File: src/geom_regs.vh
// register map and constants of the image geometry stage
//
// Overview of operation
// - horizontal mirror reverses column order per frame
// - region of interest cropped from mirrored frame
// - horizontal mirror swaps bayer phase left-right
// - vertical mirror reverses row order per frame
// - vertical mirror swaps bayer phase top-bottom
// - read-only sensor column and row counts
// - max columns equals sensor width over binning, or over decimation when that is above 1
// - max rows equals sensor height over binning, or over decimation when that is above 1
// - output frame matches configured width, height
// - region placed at configured column, row offsets
// - read-only bits per output pixel
// - colour filter only for bayer, else none
// - read-only darkest digitized value
// - read-only brightest digitized value
// - enable routes 8-bit mono and bayer pixels through processing core, other formats pass unchanged
// - selector picks binning engine for factors
// - row merge factor shrinks width, 1 none
// - column merge factor shrinks height, 1 none
// - binning acts only while decimation is 1
`ifndef GEOM_REGS_VH
`define GEOM_REGS_VH

// ----------------------------------------
// register byte offsets
// ----------------------------------------
`define OFS_CTRL 8'h00
`define OFS_ROI_W 8'h04
`define OFS_ROI_H 8'h08
`define OFS_ROI_COL 8'h0C
`define OFS_ROI_ROW 8'h10
`define OFS_ROW_MERGE 8'h14
`define OFS_COL_MERGE 8'h18
`define OFS_HDEC 8'h1C
`define OFS_VDEC 8'h20
`define OFS_PIXFMT 8'h24
`define OFS_SENSOR_W 8'h28
`define OFS_SENSOR_H 8'h2C
`define OFS_MAX_COLS 8'h30
`define OFS_MAX_ROWS 8'h34
`define OFS_PIX_SIZE 8'h38
`define OFS_FILTER 8'h3C
`define OFS_DYN_MIN 8'h40
`define OFS_DYN_MAX 8'h44
`define OFS_STATUS 8'h48

// ----------------------------------------
// control fields
// ----------------------------------------
`define CTRL_MIRROR_X 0
`define CTRL_MIRROR_Y 1
`define CTRL_CORE_EN 2
`define CTRL_BIN_SEL 3

// ----------------------------------------
// reset values and fixed figures
// ----------------------------------------
`define SENSOR_W 11'h500
`define SENSOR_H 11'h400
`define ROI_W_RST 11'h500
`define ROI_H_RST 11'h400
`define FACTOR_RST 3'h1
`define FMT_RST 4'h0
`define DYN_MIN 16'h0000
`define DYN_MAX8 16'h00FF
`define DYN_MAX16 16'hFFF0

// ----------------------------------------
// pixel formats and filter codes
// ----------------------------------------
`define FMT_MONO8 4'h0
`define FMT_MONO16 4'h1
`define FMT_RGB8 4'h2
`define FMT_BAYER_FIRST 4'h3
`define FMT_BAYER_LAST 4'h8
`define FMT_BAYER16_FIRST 4'h7
`define FILTER_NONE 3'h0
`define PHASE_RG 2'h0

`endif

File: src/coord_map.v
// maps an output index to a sensor coordinate on one axis
`timescale 1ns/10ps
module coord_map (
  // output position
  input wire [10:0] pos_i,
  input wire [3:0] sub_i,
  // axis settings
  input wire [10:0] start_i,
  input wire [10:0] max_i,
  input wire mirror_i,
  input wire [2:0] shift_i,
  // sensor coordinate
  output wire [10:0] sensor_o
);
  wire [10:0] binned;
  wire [10:0] flipped;
  wire [10:0] scaled;

  assign binned = start_i + pos_i;
  assign flipped = mirror_i ? (max_i - 11'h001 - binned) : binned;
  assign scaled = flipped << shift_i;
  assign sensor_o = scaled + {7'h00, sub_i};
endmodule

File: src/image_flip_roi_binning.v
// image geometry stage: mirror, crop, binning and format info
`timescale 1ns/10ps
`include "geom_regs.vh"
module image_flip_roi_binning #(
  parameter COLOUR_SENSOR = 1'b1,
  parameter [1:0] NATIVE_PHASE = `PHASE_RG
) (
  // clock, reset, enable
  input wire clk_i,
  input wire rst_n_i,
  input wire ce_i,
  // apb slave
  input wire psel_i,
  input wire penable_i,
  input wire pwrite_i,
  input wire [7:0] paddr_i,
  input wire [31:0] pwdata_i,
  output reg [31:0] prdata_o,
  output wire pready_o,
  output wire pslverr_o,
  // frame control
  input wire frame_start_i,
  output wire busy_o,
  // sensor fetch
  output wire fetch_valid_o,
  output reg [10:0] fetch_col_o,
  output reg [10:0] fetch_row_o,
  input wire fetch_ready_i,
  input wire pix_valid_i,
  input wire [15:0] pix_data_i,
  // output stream
  output wire out_valid_o,
  output reg [15:0] out_data_o,
  output wire out_sof_o,
  output wire out_eol_o,
  output wire out_eof_o,
  input wire out_ready_i
);
  localparam [4:0] S_IDLE = 5'h01;
  localparam [4:0] S_ADDR = 5'h02;
  localparam [4:0] S_REQ = 5'h04;
  localparam [4:0] S_WAIT = 5'h08;
  localparam [4:0] S_OUT = 5'h10;

  // ----------------------------------------
  // decoding helpers
  // ----------------------------------------
  // factors other than 1, 2, 4 act as 1
  function [2:0] fac_shift;
    input [2:0] f;
    begin
      case (f)
        3'h2: fac_shift = 3'h1;
        3'h4: fac_shift = 3'h2;
        default: fac_shift = 3'h0;
      endcase
    end
  endfunction

  function is_bayer;
    input [3:0] f;
    begin
      is_bayer = (f >= `FMT_BAYER_FIRST) && (f <= `FMT_BAYER_LAST);
    end
  endfunction

  function is_8bit;
    input [3:0] f;
    begin
      is_8bit = (f == `FMT_MONO8) || (is_bayer(f) && (f < `FMT_BAYER16_FIRST));
    end
  endfunction

  // ----------------------------------------
  // software registers
  // ----------------------------------------
  reg [3:0] ctrl_reg;
  reg [10:0] roi_w_reg;
  reg [10:0] roi_h_reg;
  reg [10:0] roi_column_start_reg;
  reg [10:0] roi_row_start_reg;
  reg [2:0] row_merge_factor_reg [0:1];
  reg [2:0] column_merge_factor_reg [0:1];
  reg [2:0] hdec_reg;
  reg [2:0] vdec_reg;
  reg [3:0] fmt_reg;

  wire bin_sel = ctrl_reg[`CTRL_BIN_SEL];
  // both engines in series, each 1, 2 or 4
  wire [2:0] hbin_shift = fac_shift(row_merge_factor_reg[0]) + fac_shift(row_merge_factor_reg[1]);
  wire [2:0] vbin_shift = fac_shift(column_merge_factor_reg[0]) + fac_shift(column_merge_factor_reg[1]);
  wire hbin_on = (hdec_reg == 3'h1);
  wire vbin_on = (vdec_reg == 3'h1);
  wire [2:0] h_shift = hbin_on ? hbin_shift : fac_shift(hdec_reg);
  wire [2:0] v_shift = vbin_on ? vbin_shift : fac_shift(vdec_reg);
  wire [10:0] max_image_columns = `SENSOR_W >> h_shift;
  wire [10:0] max_image_rows = `SENSOR_H >> v_shift;

  // ----------------------------------------
  // active frame settings
  // ----------------------------------------
  reg [4:0] state_reg;
  reg [3:0] sh_ctrl;
  reg [10:0] sh_w;
  reg [10:0] sh_h;
  reg [10:0] sh_col;
  reg [10:0] sh_row;
  reg [10:0] sh_maxc;
  reg [10:0] sh_maxr;
  reg [2:0] sh_hshift;
  reg [2:0] sh_vshift;
  reg [3:0] sh_hsub_last;
  reg [3:0] sh_vsub_last;
  reg [3:0] sh_avg;
  reg [3:0] sh_fmt;
  wire [1:0] out_phase = NATIVE_PHASE ^ {sh_ctrl[`CTRL_MIRROR_Y] ^ sh_row[0], sh_ctrl[`CTRL_MIRROR_X] ^ sh_col[0]};
  wire [2:0] filter_code = (COLOUR_SENSOR && is_bayer(sh_fmt)) ? {1'b0, out_phase} + 3'h1 : `FILTER_NONE;
  wire [5:0] pix_size = (fmt_reg == `FMT_RGB8) ? 6'h18 : (is_8bit(fmt_reg) ? 6'h08 : 6'h10);

  // ----------------------------------------
  // apb slave
  // ----------------------------------------
  reg addr_ok;
  reg [31:0] rd_next;
  wire setup = psel_i & ~penable_i;
  wire access = psel_i & penable_i;

  always @*
  begin
    addr_ok = 1'b1;
    rd_next = 32'h0000_0000;
    case (paddr_i)
      `OFS_CTRL: rd_next[3:0] = ctrl_reg;
      `OFS_ROI_W: rd_next[10:0] = roi_w_reg;
      `OFS_ROI_H: rd_next[10:0] = roi_h_reg;
      `OFS_ROI_COL: rd_next[10:0] = roi_column_start_reg;
      `OFS_ROI_ROW: rd_next[10:0] = roi_row_start_reg;
      `OFS_ROW_MERGE: rd_next[2:0] = row_merge_factor_reg[bin_sel];
      `OFS_COL_MERGE: rd_next[2:0] = column_merge_factor_reg[bin_sel];
      `OFS_HDEC: rd_next[2:0] = hdec_reg;
      `OFS_VDEC: rd_next[2:0] = vdec_reg;
      `OFS_PIXFMT: rd_next[3:0] = fmt_reg;
      `OFS_SENSOR_W: rd_next[10:0] = `SENSOR_W;
      `OFS_SENSOR_H: rd_next[10:0] = `SENSOR_H;
      `OFS_MAX_COLS: rd_next[10:0] = max_image_columns;
      `OFS_MAX_ROWS: rd_next[10:0] = max_image_rows;
      `OFS_PIX_SIZE: rd_next[5:0] = pix_size;
      `OFS_FILTER: rd_next[2:0] = filter_code;
      `OFS_DYN_MIN: rd_next[15:0] = `DYN_MIN;
      `OFS_DYN_MAX: rd_next[15:0] = (is_8bit(fmt_reg) || (fmt_reg == `FMT_RGB8)) ? `DYN_MAX8 : `DYN_MAX16;
      `OFS_STATUS: rd_next[0] = ~state_reg[0];
      default: addr_ok = 1'b0;
    endcase
  end

  // zero wait states
  assign pready_o = 1'b1;
  assign pslverr_o = access & ~addr_ok;

  always @(posedge clk_i)
  begin
    if (!rst_n_i)
    begin
      prdata_o <= 32'h0000_0000;
      ctrl_reg <= 4'h0;
      roi_w_reg <= `ROI_W_RST;
      roi_h_reg <= `ROI_H_RST;
      roi_column_start_reg <= 11'h000;
      roi_row_start_reg <= 11'h000;
      row_merge_factor_reg[0] <= `FACTOR_RST;
      row_merge_factor_reg[1] <= `FACTOR_RST;
      column_merge_factor_reg[0] <= `FACTOR_RST;
      column_merge_factor_reg[1] <= `FACTOR_RST;
      hdec_reg <= `FACTOR_RST;
      vdec_reg <= `FACTOR_RST;
      fmt_reg <= `FMT_RST;
    end
    else if (ce_i)
    begin
      // read data settles during the setup cycle
      if (setup)
        prdata_o <= (pwrite_i || !addr_ok) ? 32'h0000_0000 : rd_next;
      if (access && pwrite_i)
      begin
        case (paddr_i)
          `OFS_CTRL: ctrl_reg <= pwdata_i[3:0];
          `OFS_ROI_W: roi_w_reg <= pwdata_i[10:0];
          `OFS_ROI_H: roi_h_reg <= pwdata_i[10:0];
          `OFS_ROI_COL: roi_column_start_reg <= pwdata_i[10:0];
          `OFS_ROI_ROW: roi_row_start_reg <= pwdata_i[10:0];
          `OFS_ROW_MERGE: row_merge_factor_reg[bin_sel] <= pwdata_i[2:0];
          `OFS_COL_MERGE: column_merge_factor_reg[bin_sel] <= pwdata_i[2:0];
          `OFS_HDEC: hdec_reg <= pwdata_i[2:0];
          `OFS_VDEC: vdec_reg <= pwdata_i[2:0];
          `OFS_PIXFMT: fmt_reg <= pwdata_i[3:0];
          default: ;
        endcase
      end
    end
  end

  // ----------------------------------------
  // coordinate mapping
  // ----------------------------------------
  reg [10:0] ox_reg;
  reg [10:0] oy_reg;
  reg [3:0] sx_reg;
  reg [3:0] sy_reg;
  reg [23:0] acc_reg;
  wire [10:0] map_col;
  wire [10:0] map_row;
  coord_map u_map_x (
    .pos_i(ox_reg),
    .sub_i(sx_reg),
    .start_i(sh_col),
    .max_i(sh_maxc),
    .mirror_i(sh_ctrl[`CTRL_MIRROR_X]),
    .shift_i(sh_hshift),
    .sensor_o(map_col)
  );
  coord_map u_map_y (
    .pos_i(oy_reg),
    .sub_i(sy_reg),
    .start_i(sh_row),
    .max_i(sh_maxr),
    .mirror_i(sh_ctrl[`CTRL_MIRROR_Y]),
    .shift_i(sh_vshift),
    .sensor_o(map_row)
  );

  // ----------------------------------------
  // frame sequencer
  // ----------------------------------------
  wire last_sub = (sx_reg == sh_hsub_last) && (sy_reg == sh_vsub_last);
  wire last_col = (ox_reg == sh_w - 11'h001);
  wire last_row = (oy_reg == sh_h - 11'h001);
  wire [23:0] sum = acc_reg + {8'h00, pix_data_i};
  wire [23:0] avg = sum >> sh_avg;

  assign busy_o = ~state_reg[0];
  assign fetch_valid_o = state_reg[2];
  assign out_valid_o = state_reg[4];
  assign out_sof_o = out_valid_o && (ox_reg == 11'h000) && (oy_reg == 11'h000);
  assign out_eol_o = out_valid_o && last_col;
  assign out_eof_o = out_eol_o && last_row;

  always @(posedge clk_i)
  begin
    if (!rst_n_i)
    begin
      state_reg <= S_IDLE;
      sh_ctrl <= 4'h0;
      sh_w <= `ROI_W_RST;
      sh_h <= `ROI_H_RST;
      sh_col <= 11'h000;
      sh_row <= 11'h000;
      sh_maxc <= `SENSOR_W;
      sh_maxr <= `SENSOR_H;
      sh_hshift <= 3'h0;
      sh_vshift <= 3'h0;
      sh_hsub_last <= 4'h0;
      sh_vsub_last <= 4'h0;
      sh_avg <= 4'h0;
      sh_fmt <= `FMT_RST;
      ox_reg <= 11'h000;
      oy_reg <= 11'h000;
      sx_reg <= 4'h0;
      sy_reg <= 4'h0;
      acc_reg <= 24'h000000;
      fetch_col_o <= 11'h000;
      fetch_row_o <= 11'h000;
      out_data_o <= 16'h0000;
    end
    else if (ce_i)
    begin
      case (state_reg)
        S_IDLE:
        begin
          if (frame_start_i)
          begin
            sh_ctrl <= ctrl_reg;
            sh_w <= roi_w_reg;
            sh_h <= roi_h_reg;
            sh_col <= roi_column_start_reg;
            sh_row <= roi_row_start_reg;
            sh_maxc <= max_image_columns;
            sh_maxr <= max_image_rows;
            sh_hshift <= h_shift;
            sh_vshift <= v_shift;
            // decimation keeps one cell, binning merges all
            sh_hsub_last <= hbin_on ? (4'h1 << hbin_shift) - 4'h1 : 4'h0;
            sh_vsub_last <= vbin_on ? (4'h1 << vbin_shift) - 4'h1 : 4'h0;
            sh_avg <= {1'b0, hbin_on ? hbin_shift : 3'h0} + {1'b0, vbin_on ? vbin_shift : 3'h0};
            sh_fmt <= fmt_reg;
            ox_reg <= 11'h000;
            oy_reg <= 11'h000;
            sx_reg <= 4'h0;
            sy_reg <= 4'h0;
            acc_reg <= 24'h000000;
            state_reg <= S_ADDR;
          end
        end
        S_ADDR:
        begin
          fetch_col_o <= map_col;
          fetch_row_o <= map_row;
          state_reg <= S_REQ;
        end
        S_REQ:
        begin
          if (fetch_ready_i)
            state_reg <= S_WAIT;
        end
        S_WAIT:
        begin
          if (pix_valid_i)
          begin
            if (last_sub)
            begin
              acc_reg <= 24'h000000;
              sx_reg <= 4'h0;
              sy_reg <= 4'h0;
              out_data_o <= (sh_ctrl[`CTRL_CORE_EN] && is_8bit(sh_fmt)) ? {8'h00, avg[15:8]} : avg[15:0];
              state_reg <= S_OUT;
            end
            else
            begin
              acc_reg <= sum;
              sx_reg <= (sx_reg == sh_hsub_last) ? 4'h0 : sx_reg + 4'h1;
              sy_reg <= (sx_reg == sh_hsub_last) ? sy_reg + 4'h1 : sy_reg;
              state_reg <= S_ADDR;
            end
          end
        end
        S_OUT:
        begin
          if (out_ready_i)
          begin
            ox_reg <= last_col ? 11'h000 : ox_reg + 11'h001;
            oy_reg <= last_col ? oy_reg + 11'h001 : oy_reg;
            state_reg <= (last_col && last_row) ? S_IDLE : S_ADDR;
          end
        end
        default: state_reg <= S_IDLE;
      endcase
    end
  end
endmodule

File: config.mk
export PLATFORM = sky130hd
export DESIGN_NAME = image_flip_roi_binning
export DESIGN_NICKNAME = d
export VERILOG_FILES = /design/src/coord_map.v /design/src/image_flip_roi_binning.v
export VERILOG_INCLUDE_DIRS = /design/src /design/src/src
export SDC_FILE = /design/constraint.sdc
export NUM_CORES = 1
export LEC_CHECK = 0
export ABC_CLOCK_PERIOD_IN_PS = 5350
export BUFFER_PORTS_ARGS = -buffer_cell sky130_fd_sc_hd__buf_2
export CAP_MARGIN = 25
export CORE_MARGIN = 5
export CORE_UTILIZATION = 50
export DETAILED_ROUTE_END_ITERATION = 10
export GPL_TIMING_DRIVEN = 0
export HOLD_SLACK_MARGIN = 0.08
export PLACE_DENSITY = 0.67
export SETUP_SLACK_MARGIN = 0.4
export SKIP_CTS_REPAIR_TIMING = 1
export SYNTH_ARGS = -nofsm -noshare
export SYNTH_HDL_FRONTEND = slang
export SYNTH_SLANG_ARGS = --single-unit
File: constraint.sdc
create_clock -name clk_i -period 5.35 [get_ports clk_i]
set_clock_uncertainty 0.1 [all_clocks]
set_input_delay 1.3375 -clock clk_i [delete_from_list [all_inputs] [get_ports clk_i]]
set_output_delay 1.3375 -clock clk_i [all_outputs]
set_load 0.01 [all_outputs]
== After elaboration in Yosys (flattened, before gate mapping) ==
Memory sizes are Yosys's and may differ from the RTL's. A register that Yosys moved wholly into a read port is not among the register bits.
Index checks and enable logic that the tools add are counted.

* Register bits after elaboration: 278
* Bits in latches: 0
* Bits in writable memories: 12
* ROM bits: 0
* Bits of input ports: 66
* Output and inout bits: 78
* Word-level logic and storage cells: 242
* Memories kept: 2

{| class="wikitable"
|+ Memory list
! memory !! depth !! width !! rd ports !! clocked after memory_dff !! write ports !! line !! text
|-
| column_merge_factor_reg || 2 || 3 || 3 || 1 || 2 || image_flip_roi_binning.v:83 || <nowiki>reg [2:0] column_merge_factor_reg [0:1];</nowiki>
|-
| row_merge_factor_reg || 2 || 3 || 3 || 1 || 2 || image_flip_roi_binning.v:82 || <nowiki>reg [2:0] row_merge_factor_reg [0:1];</nowiki>
|}

* $add $sub $neg: 21
* Multipliers: 0
* Divide/modulo/power cells: 0
* $lt $le $gt $ge: 6
* Eq/ne operators: 48
* Shift operators: 7
* Mux-type cells: 75
* Bitwise operators: 8
* Reduce and logical (&&, ||, !) cells: 44

{| class="wikitable"
|+ Operator list
! cell !! number
|-
| 11-bit 2-to-1 mux || 7
|-
| 24-bit 2-to-1 mux || 3
|-
| 8-bit by 6-bit == test with 1-bit output, second input constant || 8
|-
| 16-bit 2-to-1 mux || 3
|-
| 24-bit case mux with 2 select lines || 1
|-
| 5-bit case mux with 9 select lines || 1
|-
| 11-bit case mux with 2 select lines || 2
|-
| 11-bit by 1-bit subtractor with 11-bit output, second input constant || 4
|-
| 5-bit 2-to-1 mux || 8
|-
| 4-bit 2-to-1 mux || 9
|-
| 8-bit by 5-bit == test with 1-bit output, second input constant || 4
|-
| 2-bit case mux with 15 select lines || 1
|-
| 3-bit AND reduction || 9
|-
| 5-bit case mux with 5 select lines || 1
|-
| 24-bit by 16-bit adder with 24-bit output || 1
|-
| 8-bit by 7-bit == test with 1-bit output, second input constant || 3
|-
| 2-bit case mux with 2 select lines || 6
|-
| 24-bit by 4-bit right shift with 16-bit output || 1
|-
| 11-bit by 1-bit adder with 11-bit output, second input constant || 2
|-
| 11-bit adder || 2
|-
| 11-bit by 4-bit adder with 11-bit output || 2
|-
| 11-bit == test || 2
|-
| 11-bit logical NOT || 2
|-
| 11-bit by 3-bit << shifter with 11-bit output || 2
|-
| 46 further kinds || 125
|}

== Longest topological paths before layout ==
Gate-level depths: netlist (run 1).

* Depth after elaboration: 8
* Depth in mapped cells: 20
* Depth with buffers taken out: 19

== Hierarchy ==
Synthesis (run 1) repeated with hierarchy kept, for this count alone.

* Cells, all modules: 2483
* Area total of the unflattened synthesis: 18671.7 µm²

{| class="wikitable"
|+ By module, submodules not included
! module !! instances !! cells an instance !! area an instance (µm²) !! seq. area each (µm²)
|-
| image_flip_roi_binning || 1 || 1989 || 15036.9 || 5465.2
|-
| coord_map at u_map_y || 1 || 253 || 1839.3 || 0.0
|-
| coord_map at u_map_x || 1 || 241 || 1795.5 || 0.0
|}

== Worst setup path after synthesis (run 1) ==
OpenSTA, ideal clock, no wires.

* Path kind: reg2reg
* From: reg ox_reg[0]
* To: reg fetch_col_o[10]
* Library setup time: 70 ps
* Arrival: 4234 ps
* Required time: 5180 ps
* Setup slack: 946 ps
* Stages on the path, launching flop included: 21
* Buffers on the path: 1
* Period minus slack after synthesis: 4404 ps
* Cells stage by stage: dfxtp_1 > ha_1 > inv_1 > fa_1 > nor2b_1 > o31a_1 > o21ai_0 > nand2b_1 > xnor2_1 > ha_1 > clkbuf_1 > or3b_2 > o221ai_1 > or4_1 > nand2_1 > and3_1 > or4_1 > nor4_2 > nand3b_1 > xor2_1 > a21oi_1

* Longest elaborated chain between the ends: 5

{| class="wikitable"
|+ RTL lines
! element !! line !! text
|-
| start, declared || image_flip_roi_binning.v:205 || <nowiki>reg [10:0] ox_reg;</nowiki>
|-
| start signal, assigned || image_flip_roi_binning.v:339 || <nowiki>ox_reg <= last_col ? 11'h000 : ox_reg + 11'h001;</nowiki>
|-
| 11-bit adder (*) || coord_map.v:19 || <nowiki>assign binned = start_i + pos_i;</nowiki>
|-
| 11-bit subtractor || coord_map.v:20 || <nowiki>assign flipped = mirror_i ? (max_i - 11'h001 - binned) : binned;</nowiki>
|-
| 11-bit 2-to-1 mux (*) || coord_map.v:20 ||
|-
| 11-bit by 3-bit << shifter with 11-bit output (*) || coord_map.v:21 || <nowiki>assign scaled = flipped << shift_i;</nowiki>
|-
| 11-bit by 4-bit adder with 11-bit output (*) || coord_map.v:22 || <nowiki>assign sensor_o = scaled + {7'h00, sub_i};</nowiki>
|-
| end signal, assigned || image_flip_roi_binning.v:305 || <nowiki>fetch_col_o <= map_col;</nowiki>
|-
| end, declared || image_flip_roi_binning.v:26 || <nowiki>output reg [10:0] fetch_col_o,</nowiki>
|}

Mark *: on every way between the ends. The rest lies on a longest branch, timed or not.
A chain may end at the register's enable or synchronous reset.

== Final worst setup path (run 1) ==
Ends and elaborated chain as after synthesis.

==> impl_metrics.tcl, run 1 <==
set metrics [dict create \
    vias 18700 \
    antenna_found_initial 0 \
    die_h_um 201 \
    drc 0 \
    fin_nets 2714 \
    whs_ns 0.348 \
    drive_gt1_share_pct 10.0 \
    place_ws_ns 0.182 \
    rows 70 \
    r2r_cells 19 \
    coreArea_sq_um 36300 \
    grt_pass1_vias 17400 \
    ios 144 \
    finalPower_mw 4.97 \
    start_util_pct 50.3 \
    fin_area_sq_um 20700 \
    finalHoldViolations 0 \
    drt-initial-drc-count 1718 \
    placed_area_sq_um 19400 \
    dr.pass1.iters 6 \
    finalCriticalPeriod_ns 4.84 \
    synth_area_per_cell_sq_um 7.59 \
    fp.dieW_um 201 \
    synth_top_area_share_pct 27.8 \
    hold_depth 2 \
    cts_tree "done" \
    peakVddDrop_mv 0.237 \
    rsz0062_at_grt "yes" \
    ys_ff_latch 266 \
    hpwl_um 48600 \
    status "finished, final reports clean" \
    yosysMostFrequentCell "nand2_1" \
    synth_cells 2407 \
    worst_pin_slew_ns 1.03 \
    worstPathRequired_ns 5.72 \
    power_density_nw_per_um2 240 \
    clk_path_buf_depth 3 \
    postLayoutSetupSlackWorst_ns 0.509 \
    timing.fmax_mhz 207 \
    worstSetupStartpoint "ox_reg[0]" \
    grt_start_max_net_pins 14 \
    clk_latency_ns 0.55 \
    cp_data_arrival_time_ns 5.21 \
    critPathMaxFanout 6 \
    place_congestion 1.01 \
    crit_path_end_kind "register" \
    start_kind "register" \
    slew_headroom_pct 31.6 \
    tns_ns 0 \
    largest_register_ffs 24 \
    fin_crit_sh_pct 90.5 \
    ys_warn_count 0 \
    grt_pass1_wl_um 97200 \
    track_usage_pct 29.6 \
    p_leak_nw 8.10 \
    path_clk_slew_ns 0.06 \
    async_reset_ff_share_pct 0 \
    cts_sinks 266 \
    path_class "register to register" \
    portBuffers 102 \
    area_delta_synth_final_pct 13.5 \
    ys.flop_type "dfxtp_1" \
    htree_levels 2 \
    drtAntennaViolNets 0 \
    cp-endpoint "fetch_col_o[10]" \
    cts_root_buf "clkbuf_16" \
    dieArea_sq_um 40500 \
    slew_viol_final 0 \
    wirelength_um 62600 \
    reg2reg_to "fetch_col_o[10]" \
    numCtsBuffers 34 \
    synth_commonest_cells "nand2_1, dfxtp_1, a21oi_1" \
    vias_per_cell 6.10 \
    holdCritPathClass "register to register" \
    synth.area.top_cells "dfxtp_1, nand2_1, a21oi_1, ha_1, nor2_1" \
    ff2ff_setup_slack_ns 0.51 \
    post_drt_wl_per_cell_um 20.5 \
    synth_top_area_cell "dfxtp_1" \
    synth_edf_count 12 \
    setup_viol 0 \
    diodes 0 \
    rr_startpoint "ox_reg[0]" \
    grt_overflow 0 \
    maxCapViolCount 0 \
    syn_area_sq_um 18300 \
    yosysSeqAreaShare_pct 29.8 \
    synth_cell_type_count 92 \
]
-- worst min-delay path by stage --
stage / startpoint / endpoint / slack [ns]
after global placement: fetch_row_o[3] / fetch_row_o[3] / 0.34
after global routing: fetch_row_o[5] / fetch_row_o[5] / 0.38
final: fetch_row_o[3] / fetch_row_o[3] / 0.35
after detailed placement: fetch_row_o[0] / fetch_row_o[0] / 0.34
after floorplan: sh_maxc[6] / sh_maxc[6] / 0.34
after CTS: fetch_row_o[5] / fetch_row_o[5] / 0.35
-- layout by cell type (no fill, tap or decap), drive strengths merged, types with 64 or more instances in the layout --
| master | count |
|---|---|
| nand2 | 396 |
| dfxtp | 254 |
| a21oi | 248 |
| nor2 | 231 |
| clkbuf | 169 |
| buf | 142 |
| o21ai | 90 |
| nand3 | 77 |
| ha | 75 |
| nor3 | 64 |
-- metrics by stage --
stage                     util [%]  instances
final                         57.0       3057
after global routing          57.0       3057
after CTS                     56.8       3055
after detailed placement      53.4       2993
after global placement        53.4       2992
after floorplan                  -       2422
-- where the power goes --
part           switching, mW  leakage [nW]  internal [mW]
clock network          0.938         0.604           1.53
registers             0.0248          2.16           2.02
logic                  0.323          5.33          0.144
total                   1.29          8.10           3.69
-- per-layer routing --
layer | GRT usage, % | vias to the layer above | part of all wire [%]
li1 | - | 8969 | -
met1 | 41.9 | 8753 | 45
met2 | 46.6 | 804 | 44
met3 | 4.25 | 129 | 7.8
met4 | 9.71 | 0 | 3.3
met5 | 0 | - | 0
-- final cells by class --
| class | instances | area [sq um] |
|---|---|---|
| sequential | 266 | 5450 |
| clock inverter | 16 | 209 |
| clock buffer | 46 | 1010 |
| timing repair buffer | 105 | 531 |
| multi-input combinational | 1933 | 12000 |
| tap | 468 | 586 |
| buffer | 160 | 692 |
| fill | 3482 | 15600 |
| inverter | 63 | 236 |
-- cells by family after synthesis --
family	count (synthesis)	share of synthesized area, %
compound gates	635	22.6
xor+xnor	122	6.00
fa+ha+maj	85	6.23
buf+inv	223	5.08
flops	266	29.8
mux	65	4.31
other cells	2	0.0411
simple gates	1009	25.9
-- critical path, stage by stage (launching register included) --
cell and delay, ns:
dfxtp_2 0.43, ha_1 0.23, inv_1 0.07, fa_1 0.41
nor2b_2 0.20, o21ai_0 0.10, or3b_2 0.23, nor2b_1 0.13
inv_1 0.05, ha_1 0.35, a21oi_2 0.24, o211ai_1 0.15
a41o_1 0.28, or3_1 0.30, a21oi_1 0.31, xnor3_1 0.34
a221oi_1 0.37, a22oi_1 0.15, xor2_1 0.19, a21oi_1 0.13
(Power assumes the default switching activity.)
==> run 2, diff against run 1 <==
Settings changed: GPL_TIMING_DRIVEN 0 to default.
==> impl_metrics.tcl, run 2 (synthesis results as in run 1) <==
set metrics [dict create \
    cts_sinks 266 \
    fin_crit_sh_pct 89.5 \
    numCtsBuffers 34 \
    fp.dieW_um 201 \
    cp_data_arrival_time_ns 3.35 \
    rsz0062_at_grt "yes" \
    grt_start_max_net_pins 202 \
    start_util_pct 50.3 \
    drt-initial-drc-count 1673 \
    fin_nets 2583 \
    cts_root_buf "clkbuf_16" \
    drive_gt1_share_pct 10.4 \
    status "finished, final reports clean" \
    die_h_um 201 \
    portBuffers 105 \
    grt_pass1_wl_um 88100 \
    drtAntennaViolNets 0 \
    vias 17900 \
    final_util_pct 55.5 \
    wirelength_um 56200 \
    antenna_found_initial 0 \
    clk_path_buf_depth 3 \
    post_drt_wl_per_cell_um 19.2 \
    worst_pin_slew_ns 1.08 \
    start_kind "register" \
    worstPathRequired_ns 3.91 \
    area_delta_synth_final_pct 10.5 \
    finalHoldViolations 0 \
    fin_area_sq_um 20200 \
    vias_per_cell 6.12 \
    timing.fmax_mhz 209 \
    grt_pass1_vias 16200 \
    finalCriticalPeriod_ns 4.79 \
    critPathMaxFanout 5 \
    mostFrequentLayoutCell "nand2_1" \
    setup_viol 0 \
    slew_viol_final 0 \
    htree_levels 2 \
    layout_common_cells "nand2_1, dfxtp_1, a21oi_1, nor2_1, buf_2" \
    rows 70 \
    path_clk_slew_ns 0.06 \
    p_leak_nw 7.87 \
    coreArea_sq_um 36300 \
    cts_tree "done" \
    path_class "register to primary output" \
    clk_latency_ns 0.55 \
    track_usage_pct 26.4 \
    diodes 0 \
    slew_headroom_pct 27.7 \
    postLayoutSetupSlackWorst_ns 0.564 \
    ios 144 \
    hpwl_um 41400 \
    drc 0 \
    peakVddDrop_mv 0.284 \
    largest_register_ffs 24 \
    maxCapViolCount 0 \
    dr.pass1.iters 8 \
    place_congestion 0.968 \
    holdCritPathClass "register to register" \
    place_ws_ns 0.498 \
    crit_path_end_kind "primary output" \
    power_density_nw_per_um2 236 \
    dieArea_sq_um 40500 \
    tns_ns 0 \
    placed_area_sq_um 19000 \
    num-fill-cells 3510 \
    grt_overflow 0 \
]
==> run 2: cell types whose count changed in the layout (fill, tap and decap cells not counted), moves of 2 or more <==
cell / change
buf_4: +3
buf_1: -9
buf_2: -4
inv_6: -2
clkinvlp_4: +2
bufinv_16: -2
clkbuf_8: -4
clkbuf_1: -119
==> run 2: through the flow <==
stage	hold slack, ns	instances	power (mW)
floorplan	0.336	2422	2.37
global placement	0.336	2861	2.49
detailed placement	0.344	2861	2.49
CTS	0.352	2921	4.80
global route	0.372	2924	4.93
finish	0.349	2924	4.77
==> run 2: final timing paths <==
| check | startpoint | end | slack [ns] | cells past startpoint |
|---|---|---|---|---|
| worst max register to register | oy_reg[0] | fetch_row_o[10] | 0.62 | 16 |
| worst max-delay path | sh_w[0] | out_eof_o | 0.56 | 10 |
| worst min-delay path | fetch_col_o[5] | fetch_col_o[5] | 0.35 | 2 |
| worst min register to register | fetch_col_o[5] | fetch_col_o[5] | 0.35 | 2 |
==> run 2: power breakdown <==
group	leakage (nW)	total, mW	switching (mW)	internal [mW]
logic	5.16	0.412	0.281	0.131
clock network	0.548	2.31	0.932	1.37
registers	2.16	2.05	0.0335	2.02
==> run 2: critical path, cell delays in order, from the launching register on <==
cell       delay (ns)
dfxtp_1          0.36
inv_1            0.08
ha_1             0.19
nor3b_1          0.39
mux2_2           0.24
mux2i_1          0.08
a2111oi_2        0.38
o221ai_2         0.29
nor3_2           0.41
and2_1           0.23
buf_2            0.15
==> run 2: layout make-up <==
| type | instances | area, sq um | share of cell area [%] |
|---|---|---|---|
| clock inverters | 15 | 163 | 0.806 |
| repair buffers | 134 | 776 | 3.84 |
| inverters | 63 | 241 | 1.20 |
| well taps | 468 | 586 | 2.90 |
| multi-input cells | 1933 | 12000 | 59.5 |
| flip-flops and latches | 266 | 5450 | 27.0 |
| clock buffers | 45 | 963 | 4.77 |
==> run 2: per-layer routing <==
metal	up-vias	GRT usage, %	share of wire (%)
met5	-	0	0
met4	0	7.79	2.9
met3	104	4.09	7.4
met2	668	40.9	44
met1	8415	38.3	46
li1	8696	-	-
